[config.mk]
export PLATFORM = sky130hd
export DESIGN_NAME = clock_source_unit
export DESIGN_NICKNAME = d
export VERILOG_FILES = /design/src/design/clock_source_pkg.sv /design/src/design/tick_divider.sv /design/src/design/clock_switch.sv /design/src/design/clock_source_unit.sv
export SDC_FILE = /design/constraint.sdc
export NUM_CORES = 1
export LEC_CHECK = 0
export ABC_CLOCK_PERIOD_IN_PS = 4600
export BUFFER_PORTS_ARGS = -buffer_cell sky130_fd_sc_hd__buf_2
export CORE_ASPECT_RATIO = 0.5
export CORE_MARGIN = 5
export CORE_UTILIZATION = 55
export DETAILED_ROUTE_END_ITERATION = 10
export MAX_ROUTING_LAYER = met4
export PLACE_DENSITY_LB_ADDON = 0.12
export SKIP_LAST_GASP = 1
export SYNTH_ARGS = -nofsm -noshare
export SYNTH_HDL_FRONTEND = slang
export SYNTH_SLANG_ARGS = --single-unit
[constraint.sdc]
create_clock -name clk -period 4.6 [get_ports clk]
set_input_delay 0.46 -clock clk [delete_from_list [all_inputs] [get_ports clk]]
set_output_delay 0.46 -clock clk [all_outputs]
set_load 0.05 [all_outputs]
[src/design/clock_source_pkg.sv]
// clock source unit: shared constants, register map and state types
// assumes one 10 MHz system clock; source clocks arrive as one-cycle tick strobes
package clock_source_pkg;

    // ------------------------------------------------------------------
    // register map (byte addresses, one aligned word each)
    // ------------------------------------------------------------------
    localparam logic [3:0] ADDR_CTRL_ONE = 4'h0;
    localparam logic [3:0] ADDR_CTRL_TWO = 4'h4;
    localparam logic [3:0] ADDR_TRIM = 4'h8;
    localparam logic [3:0] ADDR_STATUS = 4'hc;

    // ------------------------------------------------------------------
    // field positions
    // ------------------------------------------------------------------
    localparam int SRC_SEL_HI = 7;
    localparam int SRC_SEL_LO = 6;
    localparam int REF_DIV_HI = 5;
    localparam int REF_DIV_LO = 3;
    localparam int REF_SEL_BIT = 2;
    localparam int INT_OUT_EN_BIT = 1;
    localparam int INT_STOP_EN_BIT = 0;
    localparam int BUS_DIV_HI = 7;
    localparam int BUS_DIV_LO = 6;
    localparam int RANGE_BIT = 5;
    localparam int HIGH_GAIN_BIT = 4;
    localparam int LOW_POWER_BIT = 3;
    localparam int OSC_SEL_BIT = 2;
    localparam int EXT_OUT_EN_BIT = 1;
    localparam int EXT_STOP_EN_BIT = 0;
    localparam int FINE_TRIM_BIT = 0;

    // ------------------------------------------------------------------
    // reset values
    // ------------------------------------------------------------------
    localparam logic [7:0] CTRL_ONE_RESET = 8'h04;
    localparam logic [7:0] CTRL_TWO_RESET = 8'h40;
    localparam logic [7:0] COARSE_TRIM_POR = 8'h80;
    localparam logic FINE_TRIM_POR = 1'b0;
    localparam logic [31:0] READ_DATA_RESET = 32'h0000_0000;

    // ------------------------------------------------------------------
    // clock source codes and divider constants
    // ------------------------------------------------------------------
    localparam logic [1:0] SRC_LOOP = 2'h0;
    localparam logic [1:0] SRC_INTERNAL = 2'h1;
    localparam logic [1:0] SRC_EXTERNAL = 2'h2;
    localparam logic [1:0] SRC_RESERVED = 2'h3;
    localparam logic [2:0] REF_DIV_CODE_128 = 3'h6;
    localparam logic [2:0] REF_DIV_LOG2_128 = 3'h7;
    localparam logic [2:0] DEBUG_DIV_LOG2 = 3'h1;
    localparam logic [2:0] BUS_HALF_LOG2 = 3'h1;

    // ------------------------------------------------------------------
    // state types
    // ------------------------------------------------------------------
    typedef enum logic [2:0] {
        MODE_LOOP_ENGAGED_INTERNAL = 3'h0,
        MODE_LOOP_BYPASSED_INTERNAL = 3'h1,
        MODE_BYPASSED_INTERNAL_LOW_POWER = 3'h3,
        MODE_LOOP_ENGAGED_EXTERNAL = 3'h2,
        MODE_LOOP_BYPASSED_EXTERNAL = 3'h6,
        MODE_BYPASSED_EXTERNAL_LOW_POWER = 3'h7,
        MODE_STOP = 3'h5
    } mode_t;

    typedef enum logic [1:0] {
        SW_RUN = 2'h0,
        SW_DRAIN = 2'h1,
        SW_ARM = 2'h3
    } switch_state_t;

endpackage : clock_source_pkg

[src/design/tick_divider.sv]
// power-of-two divider for tick strobes
// assumes log2Div never exceeds CW; output is one registered pulse
`timescale 1ns/1ps
`default_nettype none
module tick_divider #(
    parameter int CW = 7
) (
    input wire logic clk,
    input wire logic sys_rst,
    input wire logic clkEn,
    input wire logic tickIn,
    input wire logic [2:0] log2Div,
    output logic tickOut
);
    import clock_source_pkg::*;

    logic [CW-1:0] countReg;
    logic [CW-1:0] mask;

    always_comb begin
        mask = CW'((32'h1 << log2Div) - 32'h1);
    end

    always_ff @(posedge clk) begin
        if (sys_rst) begin
            countReg <= '0;
            tickOut <= 1'b0;
        end else if (clkEn) begin
            tickOut <= 1'b0;
            if (tickIn) begin
                // only masked bits matter, so a shrinking ratio cannot hang it
                if ((countReg & mask) == mask) begin
                    countReg <= '0;
                    tickOut <= 1'b1;
                end else begin
                    countReg <= countReg + CW'(1);
                end
            end
        end
    end
endmodule : tick_divider
`default_nettype wire

[src/design/clock_switch.sv]
// glitch-free selector between three tick sources
// assumes reqSel never holds the reserved code; caller folds it to the loop
`timescale 1ns/1ps
`default_nettype none
module clock_switch (
    input wire logic clk,
    input wire logic sys_rst,
    input wire logic clkEn,
    input wire logic [1:0] reqSel,
    input wire logic [2:0] srcTick,
    input wire logic gateOn,
    output logic tickOut,
    output logic [1:0] curSel
);
    import clock_source_pkg::*;

    switch_state_t stateReg;

    always_ff @(posedge clk) begin
        if (sys_rst) begin
            stateReg <= SW_RUN;
            curSel <= SRC_LOOP;
            tickOut <= 1'b0;
        end else if (clkEn) begin
            tickOut <= 1'b0;
            case (stateReg)
                SW_RUN: begin
                    if (reqSel != curSel) begin
                        stateReg <= SW_DRAIN;
                    end else begin
                        tickOut <= srcTick[curSel] & gateOn;
                    end
                end
                // finish the old source on its own edge, then wait for the new one
                SW_DRAIN: begin
                    if (srcTick[curSel]) begin
                        tickOut <= gateOn;
                        stateReg <= SW_ARM;
                    end
                end
                SW_ARM: begin
                    if (srcTick[reqSel]) begin
                        curSel <= reqSel;
                        tickOut <= gateOn;
                        stateReg <= SW_RUN;
                    end
                end
                default: begin
                    stateReg <= SW_RUN;
                end
            endcase
        end
    end
endmodule : clock_switch
`default_nettype wire

[src/design/clock_source_unit.sv]
// clock source unit: mode control, source switch, dividers and registers
// assumes loop and reference clocks arrive as ticks synchronous to clk
//
// Summary of operation
// RULE1: seven modes: two engaged, four bypassed, and stop.
// RULE2: any reset lands in loop engaged internal mode.
// RULE3: engaged internal: output from loop on internal reference, debug from loop.
// RULE4: engaged external: output from loop on external reference, debug from loop.
// RULE5: bypassed internal: loop runs, output from internal reference, debug from loop.
// RULE6: internal low power: loop off, output internal reference, no debug clock.
// RULE7: bypassed external: loop runs, output external reference, debug from loop.
// RULE8: external low power: loop off, output external reference, no debug clock.
// RULE9: stop: loop off, no outputs, references follow their stop enables.
// RULE10: debug clock is loop output divided by two, independent of bus divider.
// RULE11: source select picks loop, internal or external; code three acts as loop.
// RULE12: selected source divided by 1, 2, 4 or 8 via two-bit field.
// RULE13: reference divider codes give 1..32, code six gives 128, resets to zero.
// RULE14: software keeps divided loop reference between 31.25 and 39.0625 kHz.
// RULE15: reference select one picks internal, zero picks external reference.
// RULE16: internal output enable drives internal reference onto its peripheral clock.
// RULE17: stop enable keeps internal reference alive if enabled or previously used.
// RULE18: software enables regulator in stop whenever internal reference stays on.
// RULE19: nine trim bits: eight coarse plus one fine in status register.
// RULE20: outputs range, high gain, oscillator select, external enable, stop enable.
// RULE21: bus divider field resets to code one, divide by two.
// RULE22: clock mode status follows source only after the switch completes.
// RULE23: power-on loads trim 0x80 and fine zero; other resets keep trim.
// RULE24: bus clock is half the unit output clock.
// RULE25: source changes go through a glitch-free switch.
//
// The implementer's own choices: the register offsets and register access over Avalon-MM.
`timescale 1ns/1ps
`default_nettype none
module clock_source_unit #(
    parameter int REF_DIV_WIDTH = 7,
    parameter int BUS_DIV_WIDTH = 3
) (
    input wire logic clk,
    input wire logic sys_rst,
    input wire logic porRst,
    input wire logic clkEn,
    input wire logic [3:0] address,
    input wire logic read,
    input wire logic write,
    input wire logic [31:0] writedata,
    input wire logic [3:0] byteenable,
    output logic [31:0] readdata,
    output logic waitrequest,
    input wire logic loopTick,
    input wire logic intRefTick,
    input wire logic extRefTick,
    input wire logic stopReq,
    input wire logic debugActive,
    input wire logic oscReady,
    output logic unitOutTick,
    output logic busTick,
    output logic debugTick,
    output logic loopRefTick,
    output logic intRefPeriphTick,
    output logic extRefPeriphTick,
    output logic loopEnable,
    output logic intRefEnable,
    output logic extRefEnable,
    output logic extRefStopEnable,
    output logic oscRange,
    output logic oscHighGain,
    output logic oscSelect,
    output logic [7:0] coarseTrim,
    output logic fineTrim,
    output clock_source_pkg::mode_t modeStatus
);
    import clock_source_pkg::*;

    // ------------------------------------------------------------------
    // register state
    // ------------------------------------------------------------------
    logic [7:0] ctrlOneReg;
    logic [7:0] ctrlTwoReg;
    logic [7:0] coarseTrimReg;
    logic fineTrimReg, refStatusReg, waitReg, writeNow;
    logic [31:0] readReg;
    logic [7:0] readMux;
    logic [1:0] statusSel;

    // ------------------------------------------------------------------
    // field decode
    // ------------------------------------------------------------------
    logic [1:0] srcSelField, srcSelEff, busDivField;
    logic [2:0] refDivField, refDivLog2;
    logic refSel, intOutEn, intStopEn, lowPower, extOutEn, extStopEn;

    always_comb begin
        srcSelField = ctrlOneReg[SRC_SEL_HI:SRC_SEL_LO];
        refDivField = ctrlOneReg[REF_DIV_HI:REF_DIV_LO];
        refSel = ctrlOneReg[REF_SEL_BIT];
        intOutEn = ctrlOneReg[INT_OUT_EN_BIT];
        intStopEn = ctrlOneReg[INT_STOP_EN_BIT];
        busDivField = ctrlTwoReg[BUS_DIV_HI:BUS_DIV_LO];
        lowPower = ctrlTwoReg[LOW_POWER_BIT];
        extOutEn = ctrlTwoReg[EXT_OUT_EN_BIT];
        extStopEn = ctrlTwoReg[EXT_STOP_EN_BIT];
        // reserved source code acts as the loop; unlisted divider code held at 128
        srcSelEff = (srcSelField == SRC_RESERVED) ? SRC_LOOP : srcSelField; // RULE11
        refDivLog2 = refDivField >= REF_DIV_CODE_128 ? REF_DIV_LOG2_128 : refDivField; // RULE13
    end

    // ------------------------------------------------------------------
    // avalon slave: one wait cycle, then a single ack cycle
    // ------------------------------------------------------------------
    always_comb begin
        case (address)
            ADDR_CTRL_ONE: readMux = ctrlOneReg;
            ADDR_CTRL_TWO: readMux = ctrlTwoReg;
            ADDR_TRIM: readMux = coarseTrimReg;
            ADDR_STATUS: readMux = {3'h0, refStatusReg, statusSel, oscReady, fineTrimReg};
            default: readMux = 8'h00;
        endcase
    end

    always_comb begin
        writeNow = write && !waitReg && byteenable[0];
    end

    always_ff @(posedge clk) begin
        if (sys_rst) begin
            waitReg <= 1'b1;
            readReg <= READ_DATA_RESET;
        end else if (clkEn) begin
            if ((read || write) && waitReg) begin
                waitReg <= 1'b0;
                readReg <= read ? {24'h000000, readMux} : READ_DATA_RESET;
            end else begin
                waitReg <= 1'b1;
            end
        end
    end

    always_comb begin
        readdata = readReg;
        waitrequest = waitReg;
    end

    // ------------------------------------------------------------------
    // control registers
    // ------------------------------------------------------------------
    always_ff @(posedge clk) begin
        if (sys_rst) begin
            ctrlOneReg <= CTRL_ONE_RESET; // RULE2
            ctrlTwoReg <= CTRL_TWO_RESET; // RULE21
        end else if (clkEn && writeNow) begin
            if (address == ADDR_CTRL_ONE) begin
                ctrlOneReg <= writedata[7:0];
            end
            if (address == ADDR_CTRL_TWO) begin
                ctrlTwoReg <= writedata[7:0];
            end
        end
    end

    // trim survives system reset; only power-on reloads it
    always_ff @(posedge clk) begin
        if (porRst) begin
            coarseTrimReg <= COARSE_TRIM_POR; // RULE23
            fineTrimReg <= FINE_TRIM_POR; // RULE23
        end else if (clkEn && writeNow) begin
            if (address == ADDR_TRIM) begin
                coarseTrimReg <= writedata[7:0]; // RULE19
            end
            if (address == ADDR_STATUS) begin
                fineTrimReg <= writedata[FINE_TRIM_BIT]; // RULE19
            end
        end
    end

    // ------------------------------------------------------------------
    // source switch and bus dividers
    // ------------------------------------------------------------------
    logic switchTick, refTickSel;

    clock_switch u_switch (
        .clk(clk),
        .sys_rst(sys_rst),
        .clkEn(clkEn),
        .reqSel(srcSelEff),
        .srcTick({extRefTick, intRefTick, loopTick}),
        .gateOn(!stopReq),
        .tickOut(switchTick),
        .curSel(statusSel)
    ); // RULE25 RULE22

    tick_divider #(
        .CW(BUS_DIV_WIDTH)
    ) u_bus_div (
        .clk(clk),
        .sys_rst(sys_rst),
        .clkEn(clkEn),
        .tickIn(switchTick),
        .log2Div({1'b0, busDivField}),
        .tickOut(unitOutTick)
    ); // RULE12

    // a second stage ahead of the bus keeps the fixed halving
    tick_divider #(
        .CW(BUS_DIV_WIDTH)
    ) u_bus_half (
        .clk(clk),
        .sys_rst(sys_rst),
        .clkEn(clkEn),
        .tickIn(unitOutTick),
        .log2Div(BUS_HALF_LOG2),
        .tickOut(busTick)
    ); // RULE24

    // ------------------------------------------------------------------
    // loop reference path
    // ------------------------------------------------------------------
    always_comb begin
        refTickSel = refSel ? intRefTick : extRefTick; // RULE15
    end

    tick_divider #(
        .CW(REF_DIV_WIDTH)
    ) u_ref_div (
        .clk(clk),
        .sys_rst(sys_rst),
        .clkEn(clkEn),
        .tickIn(refTickSel & loopEnable),
        .log2Div(refDivLog2),
        .tickOut(loopRefTick)
    ); // RULE13

    // reference status lags the select until the new source ticks
    always_ff @(posedge clk) begin
        if (sys_rst) begin
            refStatusReg <= CTRL_ONE_RESET[REF_SEL_BIT];
        end else if (clkEn && refTickSel) begin
            refStatusReg <= refSel;
        end
    end

    // ------------------------------------------------------------------
    // debug clock: loop halved, only when the loop runs
    // ------------------------------------------------------------------
    tick_divider #(
        .CW(BUS_DIV_WIDTH)
    ) u_debug_div (
        .clk(clk),
        .sys_rst(sys_rst),
        .clkEn(clkEn),
        .tickIn(loopTick & loopEnable),
        .log2Div(DEBUG_DIV_LOG2),
        .tickOut(debugTick)
    ); // RULE10

    // ------------------------------------------------------------------
    // mode decode
    // ------------------------------------------------------------------
    mode_t modeNext, lastRunMode;
    logic lowPowerEff;

    always_comb begin
        // low power only disables the loop while debug is not using it
        lowPowerEff = lowPower && !debugActive;
        if (stopReq) begin
            modeNext = MODE_STOP; // RULE9
        end else begin
            case (statusSel)
                SRC_LOOP: modeNext = refSel ? MODE_LOOP_ENGAGED_INTERNAL
                    : MODE_LOOP_ENGAGED_EXTERNAL; // RULE3 RULE4
                SRC_INTERNAL: modeNext = lowPowerEff ? MODE_BYPASSED_INTERNAL_LOW_POWER
                    : MODE_LOOP_BYPASSED_INTERNAL; // RULE5 RULE6
                SRC_EXTERNAL: modeNext = lowPowerEff ? MODE_BYPASSED_EXTERNAL_LOW_POWER
                    : MODE_LOOP_BYPASSED_EXTERNAL; // RULE7 RULE8
                default: modeNext = MODE_LOOP_ENGAGED_INTERNAL; // RULE1
            endcase
        end
    end

    always_ff @(posedge clk) begin
        if (sys_rst) begin
            modeStatus <= MODE_LOOP_ENGAGED_INTERNAL; // RULE2
            lastRunMode <= MODE_LOOP_ENGAGED_INTERNAL;
        end else if (clkEn) begin
            modeStatus <= modeNext; // RULE1
            if (modeNext != MODE_STOP) begin
                lastRunMode <= modeNext;
            end
        end
    end

    // ------------------------------------------------------------------
    // enables toward loop, references and oscillator
    // ------------------------------------------------------------------
    logic prevInternal, prevExternal, usesExternal;
    logic intRunNext, extRunNext, loopRunNext;

    always_comb begin
        prevInternal = (lastRunMode == MODE_LOOP_ENGAGED_INTERNAL)
            || (lastRunMode == MODE_LOOP_BYPASSED_INTERNAL)
            || (lastRunMode == MODE_BYPASSED_INTERNAL_LOW_POWER);
        prevExternal = (lastRunMode == MODE_LOOP_ENGAGED_EXTERNAL)
            || (lastRunMode == MODE_LOOP_BYPASSED_EXTERNAL)
            || (lastRunMode == MODE_BYPASSED_EXTERNAL_LOW_POWER);
        usesExternal = (modeNext == MODE_LOOP_ENGAGED_EXTERNAL)
            || (modeNext == MODE_LOOP_BYPASSED_EXTERNAL)
            || (modeNext == MODE_BYPASSED_EXTERNAL_LOW_POWER);
        loopRunNext = (modeNext != MODE_STOP)
            && (modeNext != MODE_BYPASSED_INTERNAL_LOW_POWER)
            && (modeNext != MODE_BYPASSED_EXTERNAL_LOW_POWER); // RULE6 RULE8 RULE9
        if (stopReq) begin
            intRunNext = intStopEn && (intOutEn || prevInternal); // RULE17
            extRunNext = extStopEn && (extOutEn || prevExternal); // RULE9
        end else begin
            // internal reference always runs: it is the fallback source
            intRunNext = 1'b1;
            extRunNext = extOutEn || usesExternal || !refSel;
        end
    end

    always_ff @(posedge clk) begin
        if (sys_rst) begin
            loopEnable <= 1'b1;
            intRefEnable <= 1'b1;
            extRefEnable <= 1'b0;
            intRefPeriphTick <= 1'b0;
            extRefPeriphTick <= 1'b0;
        end else if (clkEn) begin
            loopEnable <= loopRunNext;
            intRefEnable <= intRunNext;
            extRefEnable <= extRunNext; // RULE20
            intRefPeriphTick <= intRefTick & intOutEn & intRunNext; // RULE16
            extRefPeriphTick <= extRefTick & extOutEn & extRunNext;
        end
    end

    // oscillator control and trim pins mirror their fields
    always_ff @(posedge clk) begin
        if (sys_rst) begin
            oscRange <= CTRL_TWO_RESET[RANGE_BIT];
            oscHighGain <= CTRL_TWO_RESET[HIGH_GAIN_BIT];
            oscSelect <= CTRL_TWO_RESET[OSC_SEL_BIT];
            extRefStopEnable <= CTRL_TWO_RESET[EXT_STOP_EN_BIT];
        end else if (clkEn) begin
            oscRange <= ctrlTwoReg[RANGE_BIT]; // RULE20
            oscHighGain <= ctrlTwoReg[HIGH_GAIN_BIT]; // RULE20
            oscSelect <= ctrlTwoReg[OSC_SEL_BIT]; // RULE20
            extRefStopEnable <= extStopEn; // RULE20
        end
    end

    always_ff @(posedge clk) begin
        if (porRst) begin
            coarseTrim <= COARSE_TRIM_POR;
            fineTrim <= FINE_TRIM_POR;
        end else if (clkEn) begin
            coarseTrim <= coarseTrimReg; // RULE19
            fineTrim <= fineTrimReg; // RULE19
        end
    end
endmodule : clock_source_unit
`default_nettype wire

==> results of run 1 <==
logic make-up after synthesis:
family          synth area share [%]
compound gates                  14.5
xor+xnor                        2.63
fa+ha+maj                      0.683
buf+inv                         8.64
flops                           43.7
mux                             11.6
other cells                    0.102
simple gates                    18.1
registers in the layout, summed over array words and instances (netlist names), 2 cells and up:
| name | cells |
|---|---|
| lastRunMode | 3 |
| u_switch.curSel | 2 |
| ctrlOneReg | 8 |
| coarseTrimReg | 8 |
| modeStatus | 3 |
| u_switch.stateReg | 2 |
| u_bus_div.countReg | 3 |
| ctrlTwoReg | 8 |
| readdata | 8 |
| u_ref_div.countReg | 7 |
| coarseTrim | 8 |
final cells by class:
| type | instances | area, sq um | area share, % |
|---|---|---|---|
| clock buffers | 11 | 243 | 5.83 |
| clock inverters | 5 | 32.5 | 0.781 |
| inverters | 9 | 33.8 | 0.812 |
| multi-input cells | 305 | 1830 | 44.0 |
| flip-flops and latches | 80 | 1600 | 38.5 |
| well taps | 92 | 115 | 2.77 |
| repair buffers | 60 | 305 | 7.33 |
cells in the final DEF, fill, tap and decap left out, types with 9 or more instances in the layout:
cell	count
clkbuf_16	9
nand2_1	40
o21ai_0	20
dfxtp_1	80
nand3_1	18
conb_1	24
buf_2	58
mux2i_1	38
a21oi_1	24
nor2_1	56
xor2_1	10
metrics by stage:
step | util (%) | cells | hold slack [ns] | setup slack [ns]
after global routing | 63.4 | 562 | 0.344 | 2.35
final | 63.4 | 562 | 0.366 | 2.50
after CTS | 63.4 | 562 | 0.346 | 2.53
after detailed placement | 59.2 | 546 | 0.452 | 2.16
after floorplan | - | 439 | 0.449 | 2.83
after global placement | 59.2 | 546 | 0.445 | 2.26
power groups by stage:
| stage | logic [mW] | registers (mW) | clock network, mW |
|---|---|---|---|
| 2_1_floorplan | 0.110 | 0.738 | 0 |
| 3_3_place_gp | 0.139 | 0.722 | 0 |
| 3_5_place_dp | 0.141 | 0.722 | 0 |
| 4_1_cts | 0.142 | 0.707 | 0.674 |
| 5_1_grt | 0.153 | 0.708 | 0.706 |
| 6_report | 0.142 | 0.707 | 0.654 |
layer usage:
layer | share of wire [%] | vias to the layer above
met5 | 0 | -
met4 | 0.71 | 0
met3 | 7.2 | 10
met2 | 42 | 121
met1 | 50 | 1453
li1 | - | 1492
how the worst min path moves through the flow:
| stage | endpoint | depth (start not counted) | slack (ns) |
|---|---|---|---|
| final | coarseTrimReg[7] | 2 | 0.37 |
| after global routing | coarseTrimReg[7] | 2 | 0.34 |
| after CTS | coarseTrimReg[7] | 2 | 0.35 |
| after detailed placement | u_debug_div.tickOut | 2 | 0.45 |
| after global placement | intRefEnable | 1 | 0.44 |
| after floorplan | u_bus_div.countReg[1] | 2 | 0.45 |
worst reg2reg max path: cells and delay by family, from the launching register on:
family                 cells  cell delay [ns]
and+or+nand+nor            4             0.88
DFF                        1             0.34
muxes                      1             0.26
buffers and inverters      1             0.19
==> run metrics, run 1 <==
status finished clean; vias 3076; Pleak approximately 1.7 nW; CP Cell Sequence buf_2, buf_4, nand4b_1, nor2_1, buf_4, and2_1, mux2i_1, nor2_1; P_sw 394 uW; Site Rows 21; Overflow after GRT 0; vias in the first global route between 2000 and 3000; MaxCap Viol Count 0; Worst EP arrival 2.29 ns; Max stage delay cell, worst path and2_1; PwrDens 361 nW/um^2; Post-Syn Area 3660 sq um; Detailed Route WL 8.57 mm; top cells by area, synth dfxtp_1 44%, mux2i_1 10%, nor2_1 5.7%; Worst Path Buf+Inv 3; unrepaired setup endpoints after global routing false; post-CTS sizing 0; YS warnings 0; number of enable flip-flop cells after synthesis 0; CTS tree yes; placed cell area between 3000 and 4000 sq um; Least-Margin Pin Slew between 0.8 and 0.9 ns; CP max stage delay 0.50 ns; start point of the critical path clkEn; Starting Density 55.8%; Crit. path cell count 8; setup_tns 0 ns; global routing usage on met1 roughly 29%; Worst Path Required 4.79 ns; Routed Antenna Nets 0; GRT Total Usage 21.8%; antenna diode count 0; Synth top area share 43.7%; Setup crit end kind flip-flop; RR Endpoint ctrlTwoReg[3]; Hold Path Class primary input to flip-flop; drt pass-1 iters 5; Distinct cells, synth 52; CTS clk-pin slew, worst paths 0.06 ns; Area Growth Syn to Fin 13.6%; internal power 1.11 mW; first-pass GRT wire length 14.2 mm; final setup fails 0; minimum clock period 2.10 ns; Die X 125 microns; Combinational Power Share 9.5%; Worst setup SP type primary input; layout cells sized above 1 17.4%; Synth Area per Inst 8.81 sq um; Power, Total 1.50 mW; switching part of the total 26.2%; WL per Instance 15.2 microns; Post CTS Setup Buffer Count 0; I/O Buffers 58; CTS Sinks 80; final worst path period share 45.6%; Layout Nets 519; die area 8490 sq um; launch point of the worst reg-to-reg path waitrequest; critical-path maximum fanout 35; reg2reg setup slack 2.78 ns; Setup CP Type primary input to flip-flop; Slew Limit Fails 0; Post-route DRC 0; # fillers 589; Seq cells post-synth 80; finished layout cell area 4160 sq um; Synth top cells by count 80 x dfxtp_1, 56 x nor2_1, 40 x nand2_1; post-DP HPWL 6.06 mm; core box area 6570 sq um; I/O pin count 110; Routability Congestion 0.822; largest delay contributor family on the critical path simple AND/OR/NAND/NOR gates; Clk Latency, worst-skew pair 0.33 ns; met2 GRT Util between 30% and 40%; pin count of the biggest net entering global routing 50; clock skew approximately 0.0076 ns; biggest area consumer among synthesized cells dfxtp_1; GR peak layer met2; top-count cell post-synth dfxtp_1; Num CTS Buffers 9; post-synthesis async set-or-reset flop share 0%; Max-slew headroom between 40% and 50%; f_max 0.476 GHz; Hold Crit Start writedata[7]; prevailing post-synth register cell dfxtp_1; CTS max path bufs 2; DR iter-0 viols 246; Fin. Hold Viols 0; Post-Synthesis Cells 416; Clk pwr share 43.5%; H-tree Lvls 3; Die Ht ~68 microns; Via density 5.47; Peak VDD IR around 0.21 mV; reg2reg path depth 6; sequential fraction of the synthesis area 43.7%; met3 usage approximately 5.8%; Hold-fix buffers, CTS 0; CP endpoint ctrlTwoReg[3]; initial antenna violation count 0; power share of the sequential group 47.0%; clk root buf clkbuf_16
(Power assumes the default switching activity.)
==> inputs of run 2 (changes only) <==
--- a/config.mk
+++ b/config.mk
@@ -5,11 +5,12 @@
 export SDC_FILE = /design/constraint.sdc
 export NUM_CORES = 1
 export LEC_CHECK = 0
-export ABC_CLOCK_PERIOD_IN_PS = 4600
+export ABC_AREA = 1
+export ABC_CLOCK_PERIOD_IN_PS = 1700
 export BUFFER_PORTS_ARGS = -buffer_cell sky130_fd_sc_hd__buf_2
 export CORE_ASPECT_RATIO = 0.5
 export CORE_MARGIN = 5
-export CORE_UTILIZATION = 55
+export CORE_UTILIZATION = 46
 export DETAILED_ROUTE_END_ITERATION = 10
 export MAX_ROUTING_LAYER = met4
 export PLACE_DENSITY_LB_ADDON = 0.12
==> constraint.sdc (replaced) <==
create_clock -name clk -period 1.7 [get_ports clk]
set_input_delay 0.17 -clock clk [delete_from_list [all_inputs] [get_ports clk]]
set_output_delay 0.17 -clock clk [all_outputs]
set_load 0.05 [all_outputs]
==> run metrics, run 2 <==
status finished clean (unchanged); prevailing post-synth register cell dfxtp_1 (unchanged); clock skew 0.00683 ns (was 0.00758 ns); Hold WS 0.0860 ns (was 0.366 ns); Site Rows 23 (was 21); Distinct cells, synth 31 (was 52); MaxCap Viol Count 0 (unchanged); Num CTS Buffers 9 (unchanged); sequential fraction of the synthesis area 43.4% (was 43.7%); Synth Area per Inst 7.11 sq um (was 8.81 sq um); Detailed Route WL 9.42 mm (was 8.57 mm); biggest area consumer among synthesized cells dfxtp_1 (unchanged); Setup crit end kind flip-flop (unchanged); internal power 3.51 mW (was 1.11 mW); Routed Antenna Nets 0 (unchanged); CTS Sinks 80 (unchanged); GR peak layer met1 (was met2); Via density 4.90 (was 5.47); met2 GRT Util 26.8% (was 31.9%); Post-route DRC 0 (unchanged); drt pass-1 iters 5 (unchanged); commonest non-fill, non-tap cell in the layout nand2_1 (was dfxtp_1); post-DP HPWL 6.92 mm (was 6.06 mm); Area Growth Syn to Fin 18.7% (was 13.6%); finished layout cell area 4380 sq um (was 4160 sq um); top-count cell post-synth nand2_1 (was dfxtp_1); Synth top area share 43.4% (was 43.7%); CTS clk-pin slew, worst paths 0.06 ns (about the same); f_max 0.670 GHz; Slew Limit Fails 0 (unchanged); H-tree Lvls 3 (unchanged); Hold Path Class primary input to flip-flop (unchanged); I/O Buffers 58 (unchanged); power share of the sequential group 41.4% (was 47.0%); layout cells sized above 1 16.7% (was 17.4%); antenna diode count 0 (unchanged); reg2reg setup slack 0.21 ns (was 2.78 ns); vias 3431 (was 3076); Peak VDD IR 0.473 mV (was 0.209 mV); WHS Path Cells 3 (was 2); Power, Total 4.71 mW (was 1.50 mW); setup_tns 0 ns (unchanged); Routability Congestion 0.867 (was 0.822); Placed Cells 683 (was 546); CTS max path bufs 2 (unchanged); Worst EP arrival 1.72 ns (was 2.29 ns); minimum clock period 1.49 ns; CTS tree yes (unchanged); Die X 137 microns (was 125 microns); Fin. Hold Viols 0 (unchanged); Setup CP Type flip-flop to flip-flop (was primary input to flip-flop); vias in the first global route 3054 (was 2857); Seq cells post-synth 80 (unchanged); Pleak 1.96 nW (was 1.74 nW); Clk pwr share 47.3% (was 43.5%); Post-Syn Area 3690 sq um (was 3660 sq um); clk root buf clkbuf_16 (unchanged); PwrDens 1070 nW/um^2 (was 361 nW/um^2); DR iter-0 viols 254 (was 246); top cells by area, synth dfxtp_1 43%, nand2_1 12%, nor2_1 6.7% (was dfxtp_1 44%, mux2i_1 10%, nor2_1 5.7%); reg2reg path depth 8 (was 6); post-synthesis async set-or-reset flop share 0% (unchanged); Die Ht 73.4 microns (was 67.7 microns); Hold-fix buffers, CTS 1 (was 0); most frequent cells in the layout 116 x nand2_1, 80 x dfxtp_1, 66 x nor2_1, 58 x buf_2, 48 x a21oi_1 (was 80 x dfxtp_1, 58 x buf_2, 56 x nor2_1, 40 x nand2_1, 38 x mux2i_1); GRT Total Usage 20.2% (was 21.8%); # fillers 789 (was 589); switching part of the total 25.4% (was 26.2%); number of enable flip-flop cells after synthesis 0 (unchanged); Layout Nets 637 (was 519); post-CTS sizing 0 (unchanged); RR Endpoint u_ref_div.countReg[2] (was ctrlTwoReg[3]); Post CTS Setup Buffer Count 0 (unchanged); Worst Path Required 1.93 ns (was 4.79 ns); Hold Crit Start writedata[7] (unchanged); Worst setup SP type flip-flop (was primary input); Synth top cells by count 116 x nand2_1, 80 x dfxtp_1, 66 x nor2_1 (was 80 x dfxtp_1, 56 x nor2_1, 40 x nand2_1); core box area 7910 sq um (was 6570 sq um); Post-Layout Cell Count 700 (was 562); Overflow after GRT 0 (unchanged); critical-path maximum fanout 9 (was 35); first-pass GRT wire length 15.2 mm (was 14.2 mm); YS warnings 0 (unchanged); WL per Instance 13.5 microns (was 15.2 microns); initial antenna violation count 0 (unchanged); final worst path period share 87.9%; P_sw 1.20 mW (was 394 uW); pin count of the biggest net entering global routing 34 (was 50); final setup fails 0 (unchanged); I/O pin count 110 (unchanged); placed cell area 4030 sq um (was 3890 sq um); Starting Density 46.7% (was 55.8%); Post-Synthesis Cells 519 (was 416); launch point of the worst reg-to-reg path ctrlOneReg[2] (was waitrequest); global routing usage on met1 30.1% (was 29.4%); Clk Latency, worst-skew pair 0.34 ns (was 0.33 ns); WHS Endpoint coarseTrimReg[7] (unchanged); die area 10000 sq um (was 8490 sq um); met3 usage 4.86% (was 5.77%); unrepaired setup endpoints after global routing false (unchanged); Combinational Power Share 11.4% (was 9.5%)
[run 2: cell types whose count changed after synthesis, moves of 6 or more]
cell / before / now
inv_1: 8 / 44
buf_2: 7 / 1
mux2i_1: 38 / 0
a22oi_1: 8 / 0
o21ai_0: 20 / 41
nand3_1: 18 / 27
a21oi_1: 24 / 48
nand2_1: 40 / 116
nor2b_1: 8 / 0
nor2_1: 56 / 66
o21ai_1: 0 / 11
[run 2: final cells by class]
| cell class | count | area, sq um | share of cell area, % |
|---|---|---|---|
| Multi-Input combinational cell | 376 | 1750 | 40.0 |
| Sequential cell | 80 | 1600 | 36.5 |
| Clock inverter | 5 | 104 | 2.37 |
| Inverter | 49 | 184 | 4.20 |
| Clock buffer | 11 | 243 | 5.54 |
| Timing Repair Buffer | 67 | 360 | 8.22 |
| Tap cell | 112 | 140 | 3.20 |
[run 2: worst max-delay path by stage]
stage	startpoint	end	cells past startpoint
finish	ctrlOneReg[2]	u_ref_div.countReg[2]	8
global route	ctrlOneReg[2]	u_ref_div.countReg[3]	8
CTS	ctrlOneReg[2]	u_ref_div.countReg[4]	8
detailed placement	ctrlOneReg[2]	u_ref_div.countReg[4]	8
global placement	ctrlOneReg[2]	u_ref_div.countReg[4]	8
floorplan	waitrequest	readdata[0]	4
[run 2: through the flow]
step	util, %	setup slack (ns)
after CTS	55.4	0.221
final	55.4	0.206
after global placement	50.9	0.250
after detailed placement	50.9	0.232
after global routing	55.4	0.0815
after floorplan	-	0.136
[run 2: critical path, stage by stage, from the launching register on]
cell     delay [ns]
dfxtp_1        0.34
inv_1          0.16
nor2_1         0.07
nor2_2         0.14
o21ai_2        0.09
nor2_4         0.20
nand4_1        0.16
nand2_1        0.16
nor2_1         0.07
[run 2: layer usage]
| metal | part of all wire [%] | up-vias |
|---|---|---|
| met5 | 0 | - |
| met4 | 1.2 | 0 |
| met3 | 7.8 | 10 |
| met2 | 39 | 116 |
| met1 | 52 | 1534 |
| li1 | - | 1771 |
[run 2: cells by family after synthesis]
family	count (synthesis)	share of synthesized area, %
AND/OR/NAND/NOR	229	26.3
AO/OA/AOI/OAI	116	16.8
buffers and inverters	86	11.5
flip-flops	80	43.4
XOR/XNOR	5	1.19
adder cells (fa/ha/maj)	2	0.678
other	1	0.102
[run 2: power by group through the flow]
stage / Combinational [mW] / Sequential (mW) / Clock [mW]
after floorplan: 0.349 / 2.07 / 0
after global placement: 0.525 / 1.99 / 0
after detailed placement: 0.528 / 1.99 / 0
after CTS: 0.532 / 1.95 / 2.27
after global routing: 0.585 / 1.95 / 2.34
final: 0.535 / 1.95 / 2.23
